[src/hdl/lcf_consts.svh]
// lcf_consts.svh: register offsets, field positions, reset values and counts
// assumes: included by its bare name from lcf_ctrl
`ifndef LCF_CONSTS_SVH
`define LCF_CONSTS_SVH

// register offsets on the 6-bit parallel address
`define LCF_OFS_IRQ_MASK_FIRST 6'h13
`define LCF_OFS_IRQ_MASK_SECOND 6'h14
`define LCF_OFS_IRQ_STATUS_FIRST 6'h18
`define LCF_OFS_IRQ_STATUS_SECOND 6'h19
`define LCF_OFS_GLOBAL_IRQ_MASK 6'h20
`define LCF_OFS_IRQ_CHANNEL_SUMMARY 6'h21

// fields of global_irq_mask
`define LCF_GLOBAL_MASK_BIT 0
`define LCF_DRIVE_LO_BIT 1
`define LCF_DRIVE_HI_BIT 2

// reset values
`define LCF_RST_IRQ_MASK 8'hFF
`define LCF_RST_GLOBAL 8'h01
`define LCF_RST_DATA 8'h00

// strap capture: synchroniser depth plus one settle cycle
`define LCF_CAP_LAST 2'h2
`define LCF_CAP_DONE 2'h3

`endif

[src/hdl/lcf_pkg.sv]
// lcf_pkg: types of the control mode and hardware configuration block
// assumes: lcf_consts.svh is on the include path
package lcf_pkg;
    typedef enum logic [1:0] {
        LCF_MODE_HW = 2'b00,
        LCF_MODE_SERIAL = 2'b01,
        LCF_MODE_PAR_DS = 2'b10,
        LCF_MODE_PAR_RDWR = 2'b11
    } lcf_mode_t;

    typedef enum logic [1:0] {
        LCF_LOOP_NONE = 2'b00,
        LCF_LOOP_ANALOG = 2'b01,
        LCF_LOOP_DIGITAL = 2'b10,
        LCF_LOOP_REMOTE = 2'b11
    } lcf_loop_t;

    typedef enum logic [1:0] {
        LCF_DRV_OPEN_DRAIN = 2'b00,
        LCF_DRV_PP_LOW = 2'b01,
        LCF_DRV_PP_HIGH = 2'b10,
        LCF_DRV_RSVD = 2'b11
    } lcf_drive_t;
endpackage : lcf_pkg

[src/hdl/lcf_ctrl.sv]
// lcf_ctrl: control mode strap, hardware pin configuration, parallel register
// port and the merged interrupt request of the line interface
// assumes: all pins are asynchronous; channel events are one-cycle pulses on clk_sys
// How it works
// - strap 00 hw, 01 serial, 10/11 parallel styles
// - hw edge pin picks receive launch edge
// - format pins: hdb3, ami, dual rail, slicer
// - inband loopback only under software control
// - any unmasked pending source raises request
// - global mask bit silences interrupt output
// - two mask registers mask sources individually
// - summary and two source status registers
// - interrupt driver open drain or push-pull
`timescale 1ns/100ps
`include "lcf_consts.svh"
module lcf_ctrl (
    // clock and reset
    input wire logic clk_sys,
    input wire logic nrst,
    // mode strap and hardware config pins
    input wire logic [1:0] modeSel,
    input wire logic rxClockEdgeSelect,
    input wire logic lineFormatSelectHi,
    input wire logic lineFormatSelectLo,
    input wire logic ch1LoopSelectHi,
    input wire logic ch1LoopSelectLo,
    // parallel register port
    input wire logic csN,
    input wire logic strobeN,
    input wire logic dirOrWrN,
    input wire logic [5:0] addr,
    input wire logic [7:0] dataIn,
    output logic [7:0] dataOut,
    output logic dataOe,
    // interrupt sources from the channels
    input wire logic [7:0] ch1Event,
    input wire logic [7:0] ch2Event,
    // decoded configuration
    output lcf_pkg::lcf_mode_t ctrlMode,
    output logic rxLaunchFalling,
    output logic singleRail,
    output logic amiCoding,
    output logic cdrEnable,
    output logic slicerMode,
    output lcf_pkg::lcf_loop_t ch1Loop,
    output logic inbandLoopAllowed,
    // interrupt pin
    output logic irqOut,
    output logic irqOe
);
    import lcf_pkg::*;

    ////////////////////////////////////////////////////////////////////////
    // pin synchronisation
    logic [23:0] syncBus;
    logic [1:0] modeS;
    logic edgeS, fmtHiS, fmtLoS, loopHiS, loopLoS, csS, strobeS, dirS;
    logic [5:0] addrS;
    logic [7:0] dataS;

    lcf_sync #(.WIDTH(24)) u_sync (
        .clk_sys(clk_sys),
        .nrst(nrst),
        .pinIn({modeSel, rxClockEdgeSelect, lineFormatSelectHi, lineFormatSelectLo,
                ch1LoopSelectHi, ch1LoopSelectLo, csN, strobeN, dirOrWrN, addr, dataIn}),
        .syncOut(syncBus)
    );
    // reset values of the flops read as cs low and strobes active, not idle,
    // so any access is gated by capDone, since cs reads zero for two cycles after release
    assign {modeS, edgeS, fmtHiS, fmtLoS, loopHiS, loopLoS, csS, strobeS, dirS,
            addrS, dataS} = syncBus;

    ////////////////////////////////////////////////////////////////////////
    // strap capture after reset release
    logic [1:0] capCnt, next_capCnt;
    lcf_mode_t next_ctrlMode;
    logic capDone;

    always_comb begin
        next_capCnt = capCnt;
        next_ctrlMode = ctrlMode;
        if (capCnt != `LCF_CAP_DONE) begin
            next_capCnt = capCnt + 2'h1;
        end
        if (capCnt == `LCF_CAP_LAST) begin
            next_ctrlMode = lcf_mode_t'(modeS);
        end
    end

    always_ff @(posedge clk_sys or negedge nrst) begin
        if (!nrst) begin
            capCnt <= 2'h0;
            ctrlMode <= LCF_MODE_HW;
        end else begin
            capCnt <= next_capCnt;
            ctrlMode <= next_ctrlMode;
        end
    end

    assign capDone = (capCnt == `LCF_CAP_DONE);

    ////////////////////////////////////////////////////////////////////////
    // hardware pin decode; held at defaults under software control
    logic hwMode, parMode;
    logic [1:0] fmtSel;

    assign hwMode = capDone && (ctrlMode == LCF_MODE_HW);
    // serial frames are handled elsewhere; this port only serves parallel modes
    assign parMode = capDone && (ctrlMode == LCF_MODE_PAR_DS || ctrlMode == LCF_MODE_PAR_RDWR);
    assign fmtSel = {fmtHiS, fmtLoS};

    logic next_rxLaunchFalling, next_singleRail, next_amiCoding, next_cdrEnable;
    logic next_slicerMode, next_inband;
    lcf_loop_t next_ch1Loop;

    always_comb begin
        next_rxLaunchFalling = 1'b0;
        next_singleRail = 1'b1;
        next_amiCoding = 1'b0;
        next_cdrEnable = 1'b1;
        next_slicerMode = 1'b0;
        next_ch1Loop = LCF_LOOP_NONE;
        next_inband = capDone && (ctrlMode != LCF_MODE_HW);
        if (hwMode) begin
            next_rxLaunchFalling = edgeS;
            case (fmtSel)
                2'b00: begin
                    next_singleRail = 1'b1;
                end
                2'b01: begin
                    next_amiCoding = 1'b1;
                end
                2'b10: begin
                    next_singleRail = 1'b0;
                end
                2'b11: begin
                    next_singleRail = 1'b0;
                    next_cdrEnable = 1'b0;
                    next_slicerMode = 1'b1;
                end
                default: begin
                    next_singleRail = 1'b1;
                end
            endcase
            next_ch1Loop = lcf_loop_t'({loopHiS, loopLoS});
        end
    end

    always_ff @(posedge clk_sys or negedge nrst) begin
        if (!nrst) begin
            rxLaunchFalling <= 1'b0;
            singleRail <= 1'b1;
            amiCoding <= 1'b0;
            cdrEnable <= 1'b1;
            slicerMode <= 1'b0;
            ch1Loop <= LCF_LOOP_NONE;
            inbandLoopAllowed <= 1'b0;
        end else begin
            rxLaunchFalling <= next_rxLaunchFalling;
            singleRail <= next_singleRail;
            amiCoding <= next_amiCoding;
            cdrEnable <= next_cdrEnable;
            slicerMode <= next_slicerMode;
            ch1Loop <= next_ch1Loop;
            inbandLoopAllowed <= next_inband;
        end
    end

    ////////////////////////////////////////////////////////////////////////
    // parallel register port and interrupt registers
    logic rdAct, wrAct, rdPrev, wrPrev, rdStart, wrStart;
    logic [7:0] maskA, maskB, statusA, statusB, globalReg, summary, readMux;
    logic [7:0] next_maskA, next_maskB, next_statusA, next_statusB, next_globalReg;
    logic [7:0] next_dataOut;
    logic [7:0] clrA, clrB;

    // strobe style picks between data strobe with direction and split strobes
    always_comb begin
        rdAct = 1'b0;
        wrAct = 1'b0;
        if (parMode && !csS) begin
            if (ctrlMode == LCF_MODE_PAR_RDWR) begin
                rdAct = !strobeS;
                wrAct = !dirS;
            end else begin
                rdAct = !strobeS && dirS;
                wrAct = !strobeS && !dirS;
            end
        end
    end

    assign rdStart = rdAct && !rdPrev;
    assign wrStart = wrAct && !wrPrev;
    assign summary = {6'h00, |(statusB & ~maskB), |(statusA & ~maskA)};

    always_comb begin
        case (addrS)
            `LCF_OFS_IRQ_MASK_FIRST: readMux = maskA;
            `LCF_OFS_IRQ_MASK_SECOND: readMux = maskB;
            `LCF_OFS_IRQ_STATUS_FIRST: readMux = statusA;
            `LCF_OFS_IRQ_STATUS_SECOND: readMux = statusB;
            `LCF_OFS_GLOBAL_IRQ_MASK: readMux = globalReg;
            `LCF_OFS_IRQ_CHANNEL_SUMMARY: readMux = summary;
            default: readMux = 8'h00;
        endcase
    end

    always_comb begin
        next_maskA = maskA;
        next_maskB = maskB;
        next_globalReg = globalReg;
        next_dataOut = dataOut;
        clrA = 8'h00;
        clrB = 8'h00;
        if (wrStart) begin
            case (addrS)
                `LCF_OFS_IRQ_MASK_FIRST: next_maskA = dataS;
                `LCF_OFS_IRQ_MASK_SECOND: next_maskB = dataS;
                `LCF_OFS_GLOBAL_IRQ_MASK: next_globalReg = {5'h00, dataS[2:0]};
                default: next_globalReg = globalReg;
            endcase
        end
        if (rdStart) begin
            // snapshot taken before the clear, so a read never loses a bit
            next_dataOut = readMux;
            clrA = (addrS == `LCF_OFS_IRQ_STATUS_FIRST) ? statusA : 8'h00;
            clrB = (addrS == `LCF_OFS_IRQ_STATUS_SECOND) ? statusB : 8'h00;
        end
        // a new event beats a clear in the same cycle
        next_statusA = (statusA & ~clrA) | ch1Event;
        next_statusB = (statusB & ~clrB) | ch2Event;
    end

    always_ff @(posedge clk_sys or negedge nrst) begin
        if (!nrst) begin
            rdPrev <= 1'b0;
            wrPrev <= 1'b0;
            maskA <= `LCF_RST_IRQ_MASK;
            maskB <= `LCF_RST_IRQ_MASK;
            statusA <= 8'h00;
            statusB <= 8'h00;
            globalReg <= `LCF_RST_GLOBAL;
            dataOut <= `LCF_RST_DATA;
            dataOe <= 1'b0;
        end else begin
            rdPrev <= rdAct;
            wrPrev <= wrAct;
            maskA <= next_maskA;
            maskB <= next_maskB;
            statusA <= next_statusA;
            statusB <= next_statusB;
            globalReg <= next_globalReg;
            dataOut <= next_dataOut;
            dataOe <= rdAct;
        end
    end

    ////////////////////////////////////////////////////////////////////////
    // merged interrupt request and pin driver
    logic irqReq;
    lcf_drive_t drive;

    assign drive = lcf_drive_t'(globalReg[`LCF_DRIVE_HI_BIT:`LCF_DRIVE_LO_BIT]);
    // no interrupt in hardware mode: masks are software state
    assign irqReq = !hwMode && capDone && !globalReg[`LCF_GLOBAL_MASK_BIT]
                    && (summary[0] || summary[1]);

    always_comb begin
        case (drive)
            LCF_DRV_PP_LOW: begin
                irqOut = !irqReq;
                irqOe = 1'b1;
            end
            LCF_DRV_PP_HIGH: begin
                irqOut = irqReq;
                irqOe = 1'b1;
            end
            default: begin
                irqOut = 1'b0;
                irqOe = irqReq;
            end
        endcase
    end

    ////////////////////////////////////////////////////////////////////////
    // checks
    strapCapture_a: assert property (@(posedge clk_sys) disable iff (!nrst)
        (capCnt == `LCF_CAP_LAST) |=> (ctrlMode == $past(modeS)))
        else $error("strap not captured");
    rxEdge_a: assert property (@(posedge clk_sys) disable iff (!nrst)
        hwMode ##1 hwMode |-> (rxLaunchFalling == $past(edgeS)))
        else $error("receive edge mismatch");
    edgeLevel_a: assert property (@(posedge clk_sys) disable iff (!nrst)
        (hwMode && !edgeS) |=> !rxLaunchFalling)
        else $error("low level must pick rising edge");
    slicerFmt_a: assert property (@(posedge clk_sys) disable iff (!nrst)
        (hwMode && fmtSel == 2'b11) |=> (slicerMode && !cdrEnable && !singleRail))
        else $error("slicer format wrong");
    amiFmt_a: assert property (@(posedge clk_sys) disable iff (!nrst)
        (hwMode && fmtSel == 2'b01) |=> (amiCoding && singleRail))
        else $error("ami format wrong");
    csIgnore_a: assert property (@(posedge clk_sys) disable iff (!nrst)
        csS |=> (!dataOe && $stable(maskA) && $stable(globalReg)))
        else $error("port acted with chip select high");
    remoteLoop_a: assert property (@(posedge clk_sys) disable iff (!nrst)
        (hwMode && loopHiS && loopLoS) |=> (ch1Loop == LCF_LOOP_REMOTE))
        else $error("loop decode wrong");
    noInband_a: assert property (@(posedge clk_sys) disable iff (!nrst)
        $past(hwMode) |-> !inbandLoopAllowed)
        else $error("inband allowed in hardware mode");
    irqRaise_a: assert property (@(posedge clk_sys) disable iff (!nrst)
        (parMode && ch1Event[0] && !maskA[0] && !next_globalReg[0]) |=> irqReq)
        else $error("unmasked event did not raise request");
    globalMask_a: assert property (@(posedge clk_sys) disable iff (!nrst)
        globalReg[`LCF_GLOBAL_MASK_BIT] |-> (!irqReq && !(irqOe && irqOut == (drive
            == LCF_DRV_PP_HIGH))))
        else $error("request passed global mask");
    allMasked_a: assert property (@(posedge clk_sys) disable iff (!nrst)
        (maskA == 8'hFF && maskB == 8'hFF) |-> !irqReq)
        else $error("masked sources raised request");
    statusSticky_a: assert property (@(posedge clk_sys) disable iff (!nrst)
        ch2Event[3] |=> statusB[3] && summary[1] == !maskB[3] || (|(statusB & ~maskB)))
        else $error("status not set");
    pushLow_a: assert property (@(posedge clk_sys) disable iff (!nrst)
        (drive == LCF_DRV_PP_LOW) |-> (irqOe && irqOut == !irqReq))
        else $error("push-pull low drive wrong");

    writeSeen_c: cover property (@(posedge clk_sys) disable iff (!nrst) wrStart);
    readClear_c: cover property (@(posedge clk_sys) disable iff (!nrst)
        rdStart && addrS == `LCF_OFS_IRQ_STATUS_FIRST && statusA != 8'h00);
    irqFire_c: cover property (@(posedge clk_sys) disable iff (!nrst) irqReq);
    hwSlicer_c: cover property (@(posedge clk_sys) disable iff (!nrst) slicerMode);
endmodule : lcf_ctrl

[src/hdl/lcf_sync.sv]
// lcf_sync: two-flop synchroniser for a bundle of pin levels
// assumes: each bit is an independent slow level; no bus coherency implied
`timescale 1ns/100ps
module lcf_sync #(
    parameter int WIDTH = 1
) (
    // clock and reset
    input wire logic clk_sys,
    input wire logic nrst,
    // levels
    input wire logic [WIDTH-1:0] pinIn,
    output logic [WIDTH-1:0] syncOut
);
    logic [WIDTH-1:0] stage1;

    initial begin
        if (WIDTH < 1) begin
            $error("lcf_sync: WIDTH must be at least 1");
        end
    end

    always_ff @(posedge clk_sys or negedge nrst) begin
        if (!nrst) begin
            stage1 <= '0;
            syncOut <= '0;
        end else begin
            stage1 <= pinIn;
            syncOut <= stage1;
        end
    end
endmodule : lcf_sync

[config.mk]
export PLATFORM = sky130hd
export DESIGN_NAME = lcf_ctrl
export DESIGN_NICKNAME = d
export VERILOG_FILES = /design/src/hdl/lcf_pkg.sv /design/src/hdl/lcf_ctrl.sv /design/src/hdl/lcf_sync.sv
export VERILOG_INCLUDE_DIRS = /design/src /design/src/hdl
export SDC_FILE = /design/constraint.sdc
export NUM_CORES = 1
export LEC_CHECK = 0
export BUFFER_PORTS_ARGS = -buffer_cell sky130_fd_sc_hd__buf_2
export CAP_MARGIN = 25
export CORE_ASPECT_RATIO = 0.7
export CORE_MARGIN = 2
export CORE_UTILIZATION = 50
export CTS_BUF_LIST = sky130_fd_sc_hd__clkbuf_4
export CTS_CLUSTER_DIAMETER = 100
export DETAILED_ROUTE_END_ITERATION = 10
export PLACE_DENSITY_LB_ADDON = 0.25
export SETUP_SLACK_MARGIN = 0.5
export SYNTH_ARGS = -nofsm -noshare
export SYNTH_HDL_FRONTEND = slang
export SYNTH_HIERARCHICAL = 1
export SYNTH_SLANG_ARGS = --single-unit
[constraint.sdc]
create_clock -name clk_sys -period 4.9 [get_ports clk_sys]
set_clock_uncertainty 0.05 [all_clocks]
set_input_delay 0.49 -clock clk_sys [delete_from_list [all_inputs] [get_ports clk_sys]]
set_output_delay 0.49 -clock clk_sys [all_outputs]
set_load 0.02 [all_outputs]
# ---- Word-level counts from Yosys, hierarchy flattened
# Index checks and enable logic that the tools add are counted.
# W data, S select, Z words.
dict set report totals {
  ff_bits 105
  inputBits 42
  elab_cells 97
  out_inout_bits 21
}
dict set report classes {
  muxes 21
  n_addsub 1
  reduce_logical 30
  n_bitwise 10
  eq_ne 16
}
# cell n
set op_table {}
lappend op_table {{$pmux W8 S6} 1}
lappend op_table {{$and A8 B8 Y8} 4}
lappend op_table {{$mux W8} 4}
lappend op_table {{$not A8 Y8} 4}
lappend op_table {{$eq A6 B5 Y1 const B} 4}
lappend op_table {{$or A8 B8 Y8} 2}
lappend op_table {{$reduce_or A8 Y1} 2}
lappend op_table {{$eq A2 B2 Y1 const B} 7}
lappend op_table {{$mux W1} 14}
lappend op_table {{$eq A6 B6 Y1 const B} 2}
lappend op_table {{$logic_and A1 B1 Y1} 11}
lappend op_table {{$logic_not A1 Y1} 8}
lappend op_table {{$reduce_and A2 Y1} 3}
lappend op_table {{$eq A2 B1 Y1 const B} 2}
lappend op_table {{$reduce_or A2 Y1} 2}
lappend op_table {{$add A2 B1 Y2 const B} 1}
lappend op_table {{$logic_not A2 Y1} 1}
lappend op_table {{$logic_or A1 B1 Y1} 2}
lappend op_table {{$mux W2} 1}
lappend op_table {{$ne A2 B2 Y1 const B} 1}
lappend op_table {{$pmux W1 S2} 1}
lappend op_table {{$reduce_bool A2 Y1} 1}

# ---- Logic depth before layout (Yosys ltp)
# Gate-level depths: netlist (run 1).
dict set report depth {
  word_depth 10
  depth_mapped 7
  ltp_nobuf 5
}

# ---- Hierarchy
# Netlist (run 1), hierarchy kept.
# mod n_inst seq_area_each_um2 cells_per_inst area_per_inst_um2
set modules_own_cells {}
lappend modules_own_cells {lcf_ctrl 1 1450.1 216 2687.6}
lappend modules_own_cells {lcf_sync 1 1201.2 48 1201.2}

# ---- Worst setup path before layout (run 1)
# No wires, ideal clock.
dict set report synth_path {
  path_kind {reg-to-output}
  startpoint {reg maskA[0]}
  endpoint {out irqOut}
  required_ps 4360
  arrival_ps 1752
  setup_slack_ps 2608
  path_buffers 0
  stages_incl_launch_ff 5
  cell_sequence {dfstp_2 > o22ai_1 > or4_1 > o211ai_1 > mux2_1}
}
dict set report synth_via {
  elab_chain_cells 7
}
# element line
set synth_rtl {}
lappend synth_rtl {{from (decl)} lcf_ctrl.sv:172} ;# logic [7:0] maskA, maskB, statusA, statusB, globalReg, summary, readMux;
lappend synth_rtl {{from (signal assigned)} lcf_ctrl.sv:238} ;# maskA <= `LCF_RST_IRQ_MASK;
lappend synth_rtl {{from (signal assigned)} lcf_ctrl.sv:248} ;# maskA <= next_maskA;
lappend synth_rtl {{$not A8 Y8 (*)} lcf_ctrl.sv:194} ;# assign summary = {6'h00, |(statusB & ~maskB), |(statusA & ~maskA)};
lappend synth_rtl {{$and A8 B8 Y8 (*)} lcf_ctrl.sv:194}
lappend synth_rtl {{$reduce_or A8 Y1 (*)} lcf_ctrl.sv:194}
lappend synth_rtl {{$logic_or A1 B1 Y1 (*)} lcf_ctrl.sv:266} ;# && (summary[0] || summary[1]);
lappend synth_rtl {{$logic_and A1 B1 Y1 (*)} lcf_ctrl.sv:265} ;# assign irqReq = !hwMode && capDone && !globalReg[`LCF_GLOBAL_MASK_BIT]
lappend synth_rtl {{$logic_not A1 Y1} lcf_ctrl.sv:271} ;# irqOut = !irqReq;
lappend synth_rtl {{$pmux W1 S2 (*)} lcf_ctrl.sv:269} ;# case (drive)
lappend synth_rtl {{to (decl)} lcf_ctrl.sv:48} ;# output logic irqOut,
# Mark *: on every way between the ends. The rest lies on a longest branch, timed or not.

# ---- Worst setup path after layout (run 1)
# Ends and elaborated chain as after synthesis.

==> impl_metrics.ini, run 1 <==
[synthesis]
synth-seq-cells = 105
synth_area_mm2 = 0.003889
yosysSeqAreaShare_pct = 68.18
synthMuxAreaShare_pct = 7.915
avgSynthCellArea_um2 = 14.73
synthXorXnorAreaFrac_pct = 0.2252
synthAdderAreaFrac_pct = 1.287
synth_top_family_by_area = compound AO/OA/AOI/OAI gates
synth_top_area_share_pct = 55.34
synth_nets = 310
synth_compound_area_share_pct = 10.14
synth_cell_types = 41
synth_edf_count = 0
yosys_warnings = 6
synth_area_leaders = dfrtp_1, dfstp_2, mux2_4
postSynth.asyncResetShare_pct = 100.0
yosysTopAreaCell = dfrtp_1
synthSimpleGateAreaFrac_pct = 9.427
synth_ff_type = dfrtp_1
synth_cells = 264

[worst_setup_path]
worstPathRequired_ns = 4.36
cp-end-kind = output pin
critPathKind = register to output pin
critical_path_peak_fanout = 3
r2r_slack_ns = 2.46
cp_data_arrival_time_ns = 2.48
r2r_end = statusB[2]$_DFF_PN0_
critPathLaunchType = register
timing.rr.start = capCnt[0]$_DFFE_PN0P_
r2r_cells = 5

[route]
detail_route.wl_per_cell_um = 16.92
ant_nets = 0
drc_errors = 0
vias_per_cell = 5.286
dr.pass1.iters = 4
drt_iter0_drc = 233
routed_wl_um = 7396
vias = 2310

[power]
leakagePower_nw = 2.122
power_mw = 1.459
power_per_cell_area_mw_per_mm2 = 328.2
irDropWorstVdd_mv = 0.1607

[floorplanning]
row_count = 26
num_io_pins = 63
die_w_um = 109.4
start_util_pct = 52.43
fp.dieArea_mm2 = 0.008510
design.core.area_mm2 = 0.007417
die_h_um = 77.79

[global_route]
grt_pass1_wl_um = 11900
grt_use_total_pct = 19.13
antenna_found_initial = 0
overflow = 0
grt_max_degree = 72
grt_pass1_vias = 2238

[sta]
timing.slew.headroom_pct = 43.95
grt_setup_unrepaired = no
min_period_ns = 3.024
finalCritPeriodShare_pct = 61.72
hold_viol = 0
setup_viol = 0
tns_ns = 0
final.setup.worst_slack_ns = 1.876
worst_pin_slew_ns = 0.8408
max_freq_ghz = 0.3307
slew_violations = 0

[cts]
clock_latency_ns = 0.45
postCtsSetupRepairBufs = 0
cts.sinks = 105
cts_root_buffer = clkbuf_4
clk_pin_slew_worst_paths_ns = 0.15
clk_path_buf_depth = 2
cts_buffers = 9
cts_tree = yes
ctsHtreeMaxLevel = 3
cts_resized = 0
ctsHoldBuffers = 0

[placement]
place_hpwl_um = 5394
portBuffers = 62
place_ws_ns = 2.382
place_congestion = 0.8859
placed_cells = 421

[outcome]
status = finished, final reports clean

[flow_run]
cap_violations = 0

[finish]
drive_gt1_share_pct = 35.99
fin_nets = 380
n_antenna_cell = 0
area_delta_synth_final_pct = 14.32
fillCellCount = 587
stdcell_count = 437

[min_path]
hold_path.class = input pin to async pin
## per-stage QoR
stage                     cell area [um2]  utilization, %  hold slack, ns
after global placement               4312           58.13          0.2826
after floorplan                      3889               -          0.1444
after detailed placement             4312           58.13          0.2847
after CTS                            4446           59.94         0.04448
after global routing                 4446           59.94         0.03424
final                                4446           59.94         0.07364
## sequential cells by signal, summed over array words and instances (netlist names), 2 cells and up
name	flops
capCnt	2
ch1Loop	2
ctrlMode	2
dataOut	8
globalReg	3
maskA	8
maskB	8
statusA	8
statusB	8
u_sync/stage1	24
u_sync/syncOut	24
## area by class of cell
class | count | area (um2) | area share, %
clock buffers | 9 | 67.56 | 1.520
clock inverters | 7 | 66.31 | 1.492
inverters | 24 | 90.09 | 2.026
multi-input cells | 131 | 1127 | 25.36
flip-flops and latches | 105 | 2651 | 59.64
well taps | 98 | 122.6 | 2.758
repair buffers | 63 | 320.3 | 7.205
## cells in the mapped netlist (2+ instances only)
library cell / n
a21o_1: 16
buf_2: 4
nor3_1: 3
nand2_4: 2
nor4bb_1: 2
mux2_2: 2
o41ai_1: 2
a31oi_1: 5
mux2_4: 16
nand3b_1: 2
mux2_1: 4
and2_1: 4
nor3b_1: 3
a222oi_1: 2
a22oi_1: 12
o22ai_1: 11
nor4_4: 2
dfrtp_1: 86
or4_1: 2
nand2_1: 8
ha_1: 4
inv_1: 24
dfstp_2: 19
nor2b_1: 3
nor2_1: 6
and3_1: 5
## layout by cell type (no fill, tap or decap), drive strengths merged, types with 9 or more instances in the layout
| cell | Yosys | final |
|---|---|---|
| dfrtp | 86 | 86 |
| inv | 24 | 27 |
| buf | 4 | 63 |
| clkbuf | 0 | 9 |
| dfstp | 19 | 19 |
| mux2 | 22 | 22 |
| a21o | 16 | 16 |
| a22oi | 12 | 12 |
| nand2 | 11 | 11 |
| o22ai | 11 | 11 |
## worst max-delay path: stages, from the launching register on
cell      delay, ns
dfstp_2        0.58
o22ai_1        0.09
or4_1          0.53
o211ai_1       0.29
mux2_1         0.37
buf_2          0.16
## worst max-delay path by stage
stage	startpoint	to	slack (ns)	cells past startpoint
2_1_floorplan	maskA[0]$_DFFE_PN1P_	irqOut	2.61	4
6_report	maskA[0]$_DFFE_PN1P_	irqOut	1.88	5
5_1_grt	maskA[0]$_DFFE_PN1P_	irqOut	1.76	5
3_5_place_dp	maskA[0]$_DFFE_PN1P_	irqOut	2.38	5
3_3_place_gp	maskA[1]$_DFFE_PN1P_	irqOut	2.42	5
4_1_cts	maskA[0]$_DFFE_PN1P_	irqOut	1.83	5
## cell families (layout without fill, tap and decap cells)
| group | after synthesis | in the layout |
|---|---|---|
| buffers and inverters | 28 | 103 |
| AO/OA/AOI/OAI | 55 | 55 |
| flip-flops | 105 | 105 |
| XOR/XNOR | 1 | 1 |
| multiplexers | 22 | 22 |
| adder cells (fa/ha/maj) | 4 | 4 |
| AND/OR/NAND/NOR | 49 | 49 |
## report_power, final
group | internal (mW) | switching (mW) | total, mW
Clock | 0.156 | 0.268 | 0.423
Sequential | 0.909 | 0.0248 | 0.934
Combinational | 0.0423 | 0.0595 | 0.102
Total | 1.11 | 0.352 | 1.46
## metal layers
metal  share of wire [%]  up-vias  wire, um  GRT usage [%]
li1                    -     1075         -              -
met1                  47     1136      3466          29.94
met2                  43       91      3188          25.19
met3                 9.0        8       663          5.882
met4                 1.1        0        78          6.203
met5                   0        -         0              0
(Power assumes the default switching activity.)
==> inputs of run 2 (changes only) <==
- clock period: 4.9 -> 2.96 ns (I/O delays scaled with it)
==> run 2 against run 1 <==
First-iteration DRC count increased by 1.7%. Final cell count increased by 11%. Utilization increased by 6.6 points. Final area increased by 11%. Non-clock buffer count increased by 48. Critical path type unchanged. Sequential cell count unchanged.
==> impl_metrics.ini, run 2 (same netlist as run 1, synthesis figures left out) <==
[placement]
placed_cells = 424
place_congestion = 0.8936
portBuffers = 62
place_hpwl_um = 5309
place_ws_ns = 0.6564

[worst_setup_path]
cp_data_arrival_time_ns = 2.46
worstPathRequired_ns = 2.61
cp-end-kind = output pin
critPathKind = register to output pin
critPathLaunchType = register
worstPathCellList = o22ai_2 > or4_1 > o211ai_1 > mux2_1 > buf_6
crit_slowest_cell = dfstp_2
critical_path_peak_fanout = 2
worst_path_largest_cell_delay_ns = 0.58

[finish]
n_antenna_cell = 0
layout_common_cells = dfrtp_1, buf_2, dlygate4sd3_1
stdcell_count = 485
reg_top3 = u_sync/stage1: 24 flops, u_sync/syncOut: 24 flops
drive_gt1_share_pct = 34.11
fillCellCount = 564
layout.area.seq_mm2 = 0.002651
fin_nets = 428
multiInputGateArea_mm2 = 0.001134
area_delta_synth_final_pct = 26.99
final_core_util_pct = 66.58
layout_commonest_cell = dfrtp_1

[route]
ant_nets = 0
routed_wl_um = 7755
drc_errors = 0
dr.pass1.iters = 4
detail_route.wl_per_cell_um = 15.99
vias_per_cell = 5.144
vias = 2495
drt_iter0_drc = 237

[cts]
clk_pin_slew_worst_paths_ns = 0.17
cts_tree = yes
cts.sinks = 105
clock_latency_ns = 0.47
cts_root_buffer = clkbuf_4
ctsHtreeMaxLevel = 3
cts_buffers = 9
clk_path_buf_depth = 2

[sta]
grt_setup_unrepaired = yes
tns_ns = 0
slew_violations = 0
worst_pin_slew_ns = 0.7427
min_period_ns = 2.805
final.setup.worst_slack_ns = 0.1553
hold_viol = 0
hold_ws_ns = 0.3000
max_freq_ghz = 0.3565
timing.slew.headroom_pct = 50.38
setup_viol = 0
finalCritPeriodShare_pct = 94.75

[global_route]
grt_pass1_vias = 2432
grt_pass1_wl_um = 12630
grt_max_degree = 53
grt_util_met2_pct = 27.78
antenna_found_initial = 0
grt_busiest_layer = met1
use_met3_pct = 8.739
grt_use_total_pct = 20.31
overflow = 0
use_met1_pct = 29.86

[floorplanning]
die_w_um = 109.4
num_io_pins = 63
die_h_um = 77.79
fp.dieArea_mm2 = 0.008510
design.core.area_mm2 = 0.007417
row_count = 26
start_util_pct = 52.43

[power]
leakagePower_nw = 2.352
irDropWorstVdd_mv = 0.2867
power_per_cell_area_mw_per_mm2 = 505.4

[flow_run]
cap_violations = 0

[min_path]
hold_path.class = register to register

[outcome]
status = finished, final reports clean
## run 2: through the flow
step,power [mW],cell area [um2]
3_5_place_dp,1.745,4334
4_1_cts,2.526,4938
5_1_grt,2.619,4938
2_1_floorplan,1.644,3889
3_3_place_gp,1.740,4334
6_report,2.496,4938
## run 2: what timing repair did
item,CTS,global route
hold endpoints to repair,86,0
pin swaps,3,0
gates resized for setup,5,0
setup endpoints to repair,2,2
hold buffers,41,0
buffers inserted,4,0
## run 2: cell type report
class | count | share of cell area (%)
Inverter | 24 | 1.824
Multi-Input combinational cell | 131 | 22.95
Clock inverter | 7 | 1.571
Sequential cell | 105 | 53.69
Timing Repair Buffer | 111 | 16.11
Clock buffer | 9 | 1.368
Tap cell | 98 | 2.483
## run 2: layer usage
metal / part of all wire [%] / wire, um
met1: 48 / 3730
met4: 1.1 / 89
met3: 9.2 / 716
met2: 41 / 3218
met5: 0 / 0
## run 2: critical path: cells and delay by family, from the launching register on
kind | cells | cell delay [ns]
compound gates | 2 | 0.38
flops | 1 | 0.58
buf+inv | 1 | 0.14
simple gates | 1 | 0.52
mux | 1 | 0.37
## run 2: worst paths after layout
check / start / to / slack [ns] / depth (start not counted)
worst max-delay path: maskB[0]$_DFFE_PN1P_ / irqOut / 0.16 / 5
worst min-delay path: u_sync/stage1[6]$_DFF_PN0_ / u_sync/syncOut[6]$_DFF_PN0_ / 0.30 / 0
worst max register to register: capCnt[0]$_DFFE_PN0P_ / statusB[4]$_DFF_PN0_ / 0.91 / 5
worst min register to register: u_sync/stage1[6]$_DFF_PN0_ / u_sync/syncOut[6]$_DFF_PN0_ / 0.30 / 0
max in group asynchronous: nrst / maskB[5]$_DFFE_PN1P_ / 1.75 / 3
min in group asynchronous: nrst / u_sync/stage1[0]$_DFF_PN0_ / 0.33 / 2
## run 2: where the power goes
part | internal [mW] | switching (mW) | total [mW]
combinational | 0.111 | 0.106 | 0.218
clock | 0.267 | 0.465 | 0.732
sequential | 1.50 | 0.0416 | 1.55
total | 1.88 | 0.613 | 2.50
